## config.mk

```make
export PLATFORM = sky130hd
export DESIGN_NAME = rwf_identifier
export DESIGN_NICKNAME = d
export VERILOG_FILES = /design/src/rtl/rwf_pkg.sv /design/src/rtl/rwf_identifier.sv
export SDC_FILE = /design/constraint.sdc
export NUM_CORES = 1
export LEC_CHECK = 0
export BUFFER_PORTS_ARGS = -buffer_cell sky130_fd_sc_hd__buf_2
export CAP_MARGIN = 0
export CORE_MARGIN = 3
export CORE_UTILIZATION = 30
export CTS_CLUSTER_SIZE = 40
export DETAILED_ROUTE_END_ITERATION = 8
export GPL_ROUTABILITY_DRIVEN = 0
export PLACE_DENSITY = 0.6
export SKIP_LAST_GASP = 1
export SYNTH_ARGS = -nofsm -noshare
export SYNTH_HDL_FRONTEND = slang
export SYNTH_SLANG_ARGS = --single-unit
```

## constraint.sdc

```tcl
create_clock -name clk -period 2.44 [get_ports clk]
set_input_delay 0.244 -clock clk [delete_from_list [all_inputs] [get_ports clk]]
set_output_delay 0.244 -clock clk [all_outputs]
set_load 0.01 [all_outputs]
```

## src/rtl/rwf_pkg.sv

```systemverilog
// package for the receive word frame identifier
package rwf_pkg;
  localparam int DATA_W = 32;
  localparam int CNT_W = 8;
  localparam logic [CNT_W-1:0] CNT_RESET = 8'h00;
  localparam logic [CNT_W-1:0] BCAST_GOOD_COUNT = 8'h02;
  localparam logic [6:0] SEQ_STEP = 7'h01;
  localparam int BUF_DEPTH = 2;
  typedef enum logic [3:0] {
    RWF_CW_NONE,
    RWF_CW_START_DATA,
    RWF_CW_END_DATA,
    RWF_CW_START_BCAST,
    RWF_CW_END_BCAST,
    RWF_CW_START_IDLE,
    RWF_CW_RETRY,
    RWF_CW_FLOW_CREDIT,
    RWF_CW_ACK,
    RWF_CW_NACK,
    RWF_CW_BUF_FULL
  } rwf_cw_e;
  typedef enum logic [1:0] {
    RWF_KIND_NONE,
    RWF_KIND_DATA,
    RWF_KIND_BCAST,
    RWF_KIND_IDLE
  } rwf_kind_e;
  typedef enum logic [2:0] {
    NO_FRAME_STATE,
    DATA_FRAME_STATE,
    BCAST_FRAME_STATE,
    BCAST_WITHIN_DATA_STATE,
    IDLE_FRAME_STATE
  } rwf_state_e;
endpackage : rwf_pkg

```

## src/rtl/rwf_identifier.sv

```systemverilog
// receive data word frame identifier with two-entry output buffer
//
// What this block does
// - start data word enters data frame
// - data frame state labels words data
// - retry, rx error, crc, sequence exits first
// - start broadcast nests inside data frame
// - end data returns to no frame
// - stray delimiters in data frame abort
// - start broadcast enters broadcast frame
// - broadcast states label and count words
// - end broadcast returns to no frame
// - stray delimiters in broadcast abort
// - nested end with count two resumes data
// - nested end other count aborts
// - start idle enters idle; labels idle
// - idle exits on retry, rx error only
// - end delimiters in idle abort
// - idle moves on start data and start broadcast words
// - link control words accepted everywhere
// - no frame exits by priority order
// - resets and flush force no frame
// - sequence error from frame numbers
`timescale 1ns/1ps
module rwf_identifier
  import rwf_pkg::*;
(
  input wire logic clk,
  input wire logic reset,
  input wire logic warm_reset,
  input wire logic remote_flush,
  input wire logic ctrl_valid,
  input wire rwf_cw_e ctrl_word,
  input wire logic [6:0] ctrl_seq_num,
  input wire logic [6:0] rx_seq_count,
  input wire logic rx_error_indication,
  input wire logic crc_error,
  input wire logic in_valid,
  input wire logic [DATA_W-1:0] in_data,
  output logic in_ready,
  output logic out_valid,
  output logic [DATA_W-1:0] out_data,
  output rwf_kind_e out_kind,
  input wire logic out_ready,
  output rwf_state_e frame_state,
  output logic [CNT_W-1:0] bcast_count,
  output logic seq_error,
  output logic link_ctrl_valid,
  output rwf_cw_e link_ctrl_word
);

  ////////////////////////////////////////////////////////////////////////////
  // control word decode
  wire cw_sdf = ctrl_valid && (ctrl_word == RWF_CW_START_DATA);
  wire cw_edf = ctrl_valid && (ctrl_word == RWF_CW_END_DATA);
  wire cw_sbf = ctrl_valid && (ctrl_word == RWF_CW_START_BCAST);
  wire cw_ebf = ctrl_valid && (ctrl_word == RWF_CW_END_BCAST);
  wire cw_sif = ctrl_valid && (ctrl_word == RWF_CW_START_IDLE);
  wire cw_retry = ctrl_valid && (ctrl_word == RWF_CW_RETRY);
  wire cw_link = ctrl_valid && (ctrl_word == RWF_CW_FLOW_CREDIT || ctrl_word == RWF_CW_ACK
    || ctrl_word == RWF_CW_NACK || ctrl_word == RWF_CW_BUF_FULL || cw_retry);
  wire [6:0] seq_plus_one = 7'(rx_seq_count + SEQ_STEP);
  wire seq_numbered = cw_sdf || cw_edf || cw_sbf || cw_ebf
    || (ctrl_valid && ctrl_word == RWF_CW_FLOW_CREDIT);
  wire seq_bad = (seq_numbered && ctrl_seq_num != seq_plus_one)
    || (cw_sif && ctrl_seq_num != rx_seq_count);
  wire flush = reset || warm_reset || remote_flush;
  // exits on link faults, priority order
  wire fault_exit = cw_retry || rx_error_indication || crc_error || seq_bad;
  // idle sees only retry and rx error
  wire idle_fault = cw_retry || rx_error_indication;
  wire in_bcast = frame_state == BCAST_FRAME_STATE || frame_state == BCAST_WITHIN_DATA_STATE;

  ////////////////////////////////////////////////////////////////////////////
  // next state
  rwf_state_e next_state;
  always_comb begin
    next_state = frame_state;
    unique case (frame_state)
      NO_FRAME_STATE: begin
        if (cw_sbf) begin
          next_state = BCAST_FRAME_STATE;
        end else if (cw_sdf) begin
          next_state = DATA_FRAME_STATE;
        end else if (cw_sif) begin
          next_state = IDLE_FRAME_STATE;
        end
      end
      DATA_FRAME_STATE: begin
        if (fault_exit) begin
          next_state = NO_FRAME_STATE;
        end else if (cw_sbf) begin
          next_state = BCAST_WITHIN_DATA_STATE;
        end else if (cw_edf) begin
          next_state = NO_FRAME_STATE;
        end else if (cw_sdf || cw_sif || cw_ebf) begin
          next_state = NO_FRAME_STATE;
        end
      end
      BCAST_FRAME_STATE: begin
        if (fault_exit) begin
          next_state = NO_FRAME_STATE;
        end else if (cw_ebf) begin
          next_state = NO_FRAME_STATE;
        end else if (cw_sdf || cw_sbf || cw_sif || cw_edf) begin
          next_state = NO_FRAME_STATE;
        end
      end
      BCAST_WITHIN_DATA_STATE: begin
        if (fault_exit) begin
          next_state = NO_FRAME_STATE;
        end else if (cw_ebf) begin
          // resume data only on count two
          next_state = (bcast_count == BCAST_GOOD_COUNT) ? DATA_FRAME_STATE : NO_FRAME_STATE;
        end else if (cw_sdf || cw_sbf || cw_sif || cw_edf) begin
          next_state = NO_FRAME_STATE;
        end
      end
      IDLE_FRAME_STATE: begin
        if (idle_fault) begin
          next_state = NO_FRAME_STATE;
        end else if (cw_edf || cw_ebf) begin
          next_state = NO_FRAME_STATE;
        end else if (cw_sbf) begin
          next_state = BCAST_FRAME_STATE;
        end else if (cw_sdf) begin
          next_state = DATA_FRAME_STATE;
        end
      end
    endcase
  end

  ////////////////////////////////////////////////////////////////////////////
  // word labelling and output buffer
  rwf_kind_e cur_kind;
  always_comb begin
    unique case (frame_state)
      DATA_FRAME_STATE: cur_kind = RWF_KIND_DATA;
      BCAST_FRAME_STATE, BCAST_WITHIN_DATA_STATE: cur_kind = RWF_KIND_BCAST;
      IDLE_FRAME_STATE: cur_kind = RWF_KIND_IDLE;
      default: cur_kind = RWF_KIND_NONE;
    endcase
  end

  logic [DATA_W-1:0] buf_data [BUF_DEPTH];
  rwf_kind_e buf_kind [BUF_DEPTH];
  logic [1:0] buf_fill;
  logic wr_ptr;
  logic rd_ptr;
  wire push = in_valid && in_ready;
  wire pop = out_valid && out_ready;
  wire [1:0] next_fill = 2'(buf_fill + {1'b0, push} - {1'b0, pop});
  wire [1:0] fill_after_pop = 2'(buf_fill - {1'b0, pop});
  wire rd_next = rd_ptr ^ pop;

  always_ff @(posedge clk) begin
    if (push) begin
      buf_data[wr_ptr] <= in_data;
      buf_kind[wr_ptr] <= cur_kind;
    end
  end

  always_ff @(posedge clk) begin
    if (reset) begin
      buf_fill <= 2'h0;
      wr_ptr <= 1'b0;
      rd_ptr <= 1'b0;
      in_ready <= 1'b1;
      out_valid <= 1'b0;
    end else begin
      buf_fill <= next_fill;
      wr_ptr <= wr_ptr ^ push;
      rd_ptr <= rd_next;
      in_ready <= next_fill != 2'(BUF_DEPTH);
      out_valid <= next_fill != 2'h0;
    end
  end

  // registered head of buffer, with bypass for an empty buffer
  always_ff @(posedge clk) begin
    if (reset) begin
      out_data <= '0;
      out_kind <= RWF_KIND_NONE;
    end else if (fill_after_pop == 2'h0) begin
      out_data <= in_data;
      out_kind <= cur_kind;
    end else begin
      out_data <= buf_data[rd_next];
      out_kind <= buf_kind[rd_next];
    end
  end

  ////////////////////////////////////////////////////////////////////////////
  // state, counter and status registers
  wire bcast_entry = (next_state == BCAST_FRAME_STATE || next_state == BCAST_WITHIN_DATA_STATE)
    && !in_bcast;

  always_ff @(posedge clk) begin
    if (flush) begin
      frame_state <= NO_FRAME_STATE;
    end else begin
      frame_state <= next_state;
    end
  end

  always_ff @(posedge clk) begin
    if (flush) begin
      bcast_count <= CNT_RESET;
    end else if (bcast_entry) begin
      bcast_count <= CNT_RESET;
    end else if (in_bcast && push) begin
      bcast_count <= CNT_W'(bcast_count + 8'h01);
    end
  end

  always_ff @(posedge clk) begin
    if (reset) begin
      seq_error <= 1'b0;
      link_ctrl_valid <= 1'b0;
      link_ctrl_word <= RWF_CW_NONE;
    end else begin
      seq_error <= seq_bad;
      // pass link control in any state
      link_ctrl_valid <= cw_link;
      link_ctrl_word <= cw_link ? ctrl_word : RWF_CW_NONE;
    end
  end

endmodule : rwf_identifier

```

== Word level (Yosys, flattened, before mapping) ==
Memory sizes are Yosys's and may differ from the RTL's.
Cells that the tools add are included.

* Register bits after elaboration: 57
* Bits in latches: 0
* RAM bits: 68
* ROM bits: 0
* Output and inout bits: 53
* Word-level logic and storage cells: 108
* Memories: 2

{| class="wikitable"
|+ Memory list
! memory !! words !! bits a word !! rd ports !! clocked after memory_dff !! wr ports !! RTL line !! RTL
|-
| buf_data || 2 || 32 || 1 || 0 || 1 || rwf_identifier.sv:145 || <nowiki>logic [DATA_W-1:0] buf_data [BUF_DEPTH];</nowiki>
|-
| buf_kind || 2 || 2 || 1 || 0 || 1 || rwf_identifier.sv:146 || <nowiki>rwf_kind_e buf_kind [BUF_DEPTH];</nowiki>
|}

* $add $sub $neg: 5
* Multiply operators: 0
* Divide/modulo/power cells: 0
* $lt $le $gt $ge: 0
* Equality and inequality tests: 20
* Shifts and indexed selects: 0
* Muxes and demuxes: 23
* Bitwise operators: 3
* Reductions and logical operators: 43

{| class="wikitable"
|+ Operators with widths
! cell !! number
|-
| two-way mux 3 bit || 16
|-
| two-way mux 32 bit || 1
|-
| logical OR 1 bit || 22
|-
| == test 4 x 3 -> 1 bit (second input constant) || 4
|-
| case mux 3 bit (5 select lines) || 1
|-
| logical AND 1 bit || 14
|-
| inequality test 7 bit || 2
|-
| == test 3 x 2 -> 1 bit (second input constant) || 4
|-
| == test 4 bit (second input constant) || 3
|-
| adder 8 x 1 -> 8 bit (second input constant) || 1
|-
| == test 4 x 2 -> 1 bit (second input constant) || 2
|-
| == test 8 x 2 -> 1 bit (second input constant) || 1
|-
| adder 7 x 1 -> 7 bit (second input constant) || 1
|-
| case mux 2 bit (3 select lines) || 1
|-
| OR reduction 2 bit || 3
|-
| == test 4 x 1 -> 1 bit (second input constant) || 1
|-
| subtractor 2 x 1 -> 2 bit || 2
|-
| == test 3 x 1 -> 1 bit (second input constant) || 1
|-
| == test 3 bit (second input constant) || 1
|-
| logical NOT 3 bit || 1
|-
| two-way mux 1 bit || 3
|-
| adder 2 x 1 -> 2 bit || 1
|-
| logical NOT 2 bit || 1
|-
| two-way mux 2 bit || 1
|-
| other kinds (5) || 6
|}

== Depth between registers and ports, before layout ==
* Depth after elaboration: 15
* Mapped depth: 9
* Mapped depth without buffers: 9

== Least setup slack after synthesis ==
OpenSTA, ideal clock, no wires.

* Kind: register to register
* Start point: reg in_ready
* End point: mem buf_data[1][0], enable pin
* Library setup time: 0.394 ns
* Arrival: 1.402 ns
* Path slack: 0.643 ns
* Cell stages (with the launch flop): 4
* Period minus slack after synthesis: 1.797 ns
* Cells stage by stage: dfxtp_1 nand2_1 inv_1 ha_1

* Cells in the longest elaborated chain, start to end: 3

{| class="wikitable"
|+ Ends and longest elaborated chain
! item !! RTL line !! RTL
|-
| from (decl) || rwf_identifier.sv:40 || <nowiki>output logic in_ready,</nowiki>
|-
| from (signal assigned) || rwf_identifier.sv:174 || <nowiki>in_ready <= next_fill != 2'(BUF_DEPTH);</nowiki>
|-
| logical AND 1 bit || rwf_identifier.sv:150 || <nowiki>wire push = in_valid && in_ready;</nowiki>
|-
| two-way mux 1 bit || rwf_identifier.sv:157 || <nowiki>if (push) begin</nowiki>
|-
| two-way mux 1 bit (not written as such) || rwf_identifier.sv:158 || <nowiki>buf_data[wr_ptr] <= in_data;</nowiki>
|-
| to (decl) || rwf_identifier.sv:145 ||
|}

No other way between the ends.

== Worst setup path after layout ==
* Start point: reg bcast_count[0]
* End point: reg frame_state[0]

* Cells in the longest elaborated chain, start to end: 5

{| class="wikitable"
|+ Ends and longest elaborated chain
! item !! RTL line !! RTL
|-
| from (decl) || rwf_identifier.sv:46 || <nowiki>output logic [CNT_W-1:0] bcast_count,</nowiki>
|-
| from (signal assigned) || rwf_identifier.sv:212 || <nowiki>bcast_count <= CNT_W'(bcast_count + 8'h01);</nowiki>
|-
| == test 8 x 2 -> 1 bit || rwf_identifier.sv:114 || <nowiki>next_state = (bcast_count == BCAST_GOOD_COUNT) ? DATA_FRAME_STATE : NO_FRAME_STATE;</nowiki>
|-
| two-way mux 1 bit || rwf_identifier.sv:114 ||
|-
| two-way mux 3 bit || rwf_identifier.sv:112 || <nowiki>end else if (cw_ebf) begin</nowiki>
|-
| two-way mux 3 bit || rwf_identifier.sv:110 || <nowiki>if (fault_exit) begin</nowiki>
|-
| case mux 3 bit (5 select lines) || rwf_identifier.sv:79 || <nowiki>unique case (frame_state)</nowiki>
|-
| to (signal assigned) || rwf_identifier.sv:202 || <nowiki>frame_state <= next_state;</nowiki>
|-
| to (decl) || rwf_identifier.sv:45 || <nowiki>output rwf_state_e frame_state,</nowiki>
|}

No other way between the ends.
A chain may end at the register's enable or synchronous reset.

==> impl_metrics.toml <==
[synthesis]
netlist-cell-type-count = 51
yosys_warnings = 0
syn_inst = 396
ys.flop_type = "edfxtp_1"
synth.largest_area_cell = "edfxtp_1"
async_flop_share_pct = 0
syn_nets = 462
synth_edf_count = 68
synth_area_per_cell_um2 = 12.7
syn_area_um2 = 5010
synth_top_area_share_pct = 40.7
yosys-top-cells-area = "edfxtp_1 41%, dfxtp_1 23%, mux2i_1 7.0%"
seq_area_frac_synth_pct = 63.5
synth_seq_cells = 125

[critical_path]
critical_path_class = "flip-flop to flip-flop"
crit_fanout = 6
cp-end-kind = "flip-flop"
crit_arrival_ns = 2.33
start_kind = "flip-flop"
crit_required_ns = 2.75

[clocking]
post_cts_buffers = 0
cts_buffers = 17
clkSinkCount = 125
hold_buffers = 0
clk_latency_ns = 0.41
clk_pin_slew_ns = 0.06
h-tree-depth = 4
cts_tree = "done"
cts-root-buf = "clkbuf_16"
ctsResizeCount = 0
cts_buffer_depth = 2

[timing]
rsz0062_at_grt = "false"
finalMaxSlewViolations = 0
tightestPinTransition_ns = 1.11
fin_crit_sh_pct = 82.8
skew_ns = 0.00893
hold_violations = 0
slew_headroom_pct = 25.7
final-setup-viol-count = 0
setup-tns-final_ns = 0
fmax_mhz = 495
fin_crit_ns = 2.02

[power_and_ir_drop]
power_density_nw_per_um2 = 1160
power_mw = 7.54
sw_frac_of_total_pct = 30.1
p_sw_mw = 2.27
pwr-share-seq_pct = 38.1
pwr-share-clk_pct = 34.6
intPower_mw = 5.27
worst_ir_drop_vdd_mv = 0.637
power_frac_comb_pct = 27.3
total_leakage_power_nw = 2.69

[die]
dieArea_um2 = 18300
fp.dieW_um = 135
die_y_um = 135
start_util_pct = 31.1
io_pins = 112
rows = 46
coreArea_um2 = 16100

[drt]
drtPass1Iterations = 4
drt_wl_total_um = 11000
viasPerCell = 4.70
wire_per_inst_um = 14.9
vias = 3476
drtIter0Drc = 148
drc = 0
postRouteAntennaNets = 0

[finish]
area_delta_synth_final_pct = 29.2
diodes = 0
layout_common_cells = "111 x buf_2, 68 x edfxtp_1, 57 x dfxtp_1"
final_nets = 576
mostFrequentLayoutCell = "buf_2"
drive_above_1_share_pct = 30.8
instances_no_fill = 739

[run_status]
status = "finished, final reports clean"

[grt]
antenna_found_initial = 0
grt_max_degree = 53
grt_util_all_layers_pct = 12.5
grt_pass1_wl_um = 17800
grt_overflow = 0
grt_pass1_vias = 3473

[min_path]
hold_path.class = "primary input to flip-flop"

[placed_design]
dpl.cell_count = 707
io_buffers = 111
hpwl_um = 7440

[run]
max_cap_viol_count = 0
==> critical path, stage by stage, from the launching register on <==
cell and delay, ns:
dfxtp_1 0.42, inv_1 0.10, ha_1 0.21, nand2_1 0.06, nor3_1 0.04, and4_1 0.20, a2111oi_0 0.54, o41ai_1 0.15
and3_1 0.19
==> path summary, 6_finish.rpt <==
kind / start / endpoint / slack, ns / cells after the start
max: bcast_count[0] / frame_state[0] / 0.42 / 8
min: in_data[20] / buf_data[0][20] / 0.04 / 1
min reg2reg: bcast_count[7] / bcast_count[7] / 0.57 / 3
max reg2reg: bcast_count[0] / frame_state[0] / 0.42 / 8
==> area by class of cell <==
| type | count | area, µm² |
|---|---|---|
| Fill cell | 1542 | 9640 |
| Sequential cell | 125 | 3180 |
| Multi-Input combinational cell | 241 | 1720 |
| Timing Repair Buffer | 117 | 651 |
| Clock buffer | 17 | 425 |
| Tap cell | 216 | 270 |
| Clock inverter | 15 | 194 |
| Inverter | 8 | 30.0 |
==> routing by layer <==
| layer | part of all wire, % | up-vias | global-route usage [%] | routed length [µm] |
|---|---|---|---|---|
| li1 | - | 1696 | - | - |
| met3 | 8.6 | 16 | 4.64 | 948 |
| met2 | 45 | 134 | 19.4 | 4990 |
| met4 | 1.6 | 0 | 4.54 | 173 |
| met1 | 45 | 1630 | 15.9 | 4910 |
| met5 | 0 | - | 0 | 0 |
==> Yosys cell counts, drive strengths merged, types with 6 or more instances <==
cell	number
nand2	21
edfxtp	68
ha	7
xor2	10
mux2i	35
inv	8
xnor2	15
buf	6
clkbuf	16
a211oi	35
a21oi	10
dfxtp	57
nor2	44
==> per-stage QoR <==
stage / cell area (µm²) / utilization [%] / setup WS (ns) / hold slack [ns]
final: 6480 / 40.2 / 0.420 / 0.0390
after global routing: 6480 / 40.2 / 0.363 / 0.0171
after CTS: 6480 / 40.2 / 0.435 / 0.0155
after detailed placement: 5860 / 36.3 / 0.330 / 0.451
after global placement: 5860 / 36.3 / 0.403 / 0.449
after floorplan: 5010 / - / 0.643 / 0.323
==> flip-flops by register name, indices dropped and copies added, names as in the netlist <==
| register | flops |
|---|---|
| rd_ptr | 1 |
| buf_kind | 4 |
| out_data | 32 |
| buf_fill | 2 |
| bcast_count | 8 |
| out_valid | 1 |
| buf_data | 64 |
| out_kind | 2 |
| frame_state | 3 |
| wr_ptr | 1 |
| link_ctrl_valid | 1 |
| in_ready | 1 |
| seq_error | 1 |
| link_ctrl_word | 4 |
==> power by group through the flow <==
| stage | clock network (mW) | logic, mW | registers (mW) |
|---|---|---|---|
| after floorplan | 0 | 1.18 | 3.06 |
| after global placement | 0 | 2.04 | 2.91 |
| after detailed placement | 0 | 2.10 | 2.92 |
| after CTS | 2.68 | 2.11 | 2.88 |
| after global routing | 2.77 | 2.28 | 2.93 |
| final | 2.61 | 2.06 | 2.88 |
==> cells by family after synthesis <==
logic type,after synthesis,synth area share [%]
flops,125,63.5
compound gates,69,10.4
fa+ha+maj,7,1.75
xor+xnor,25,4.67
mux,35,6.99
simple gates,105,10.2
buf+inv,30,2.50
Note: power is estimated with default switching activity, not from simulation.
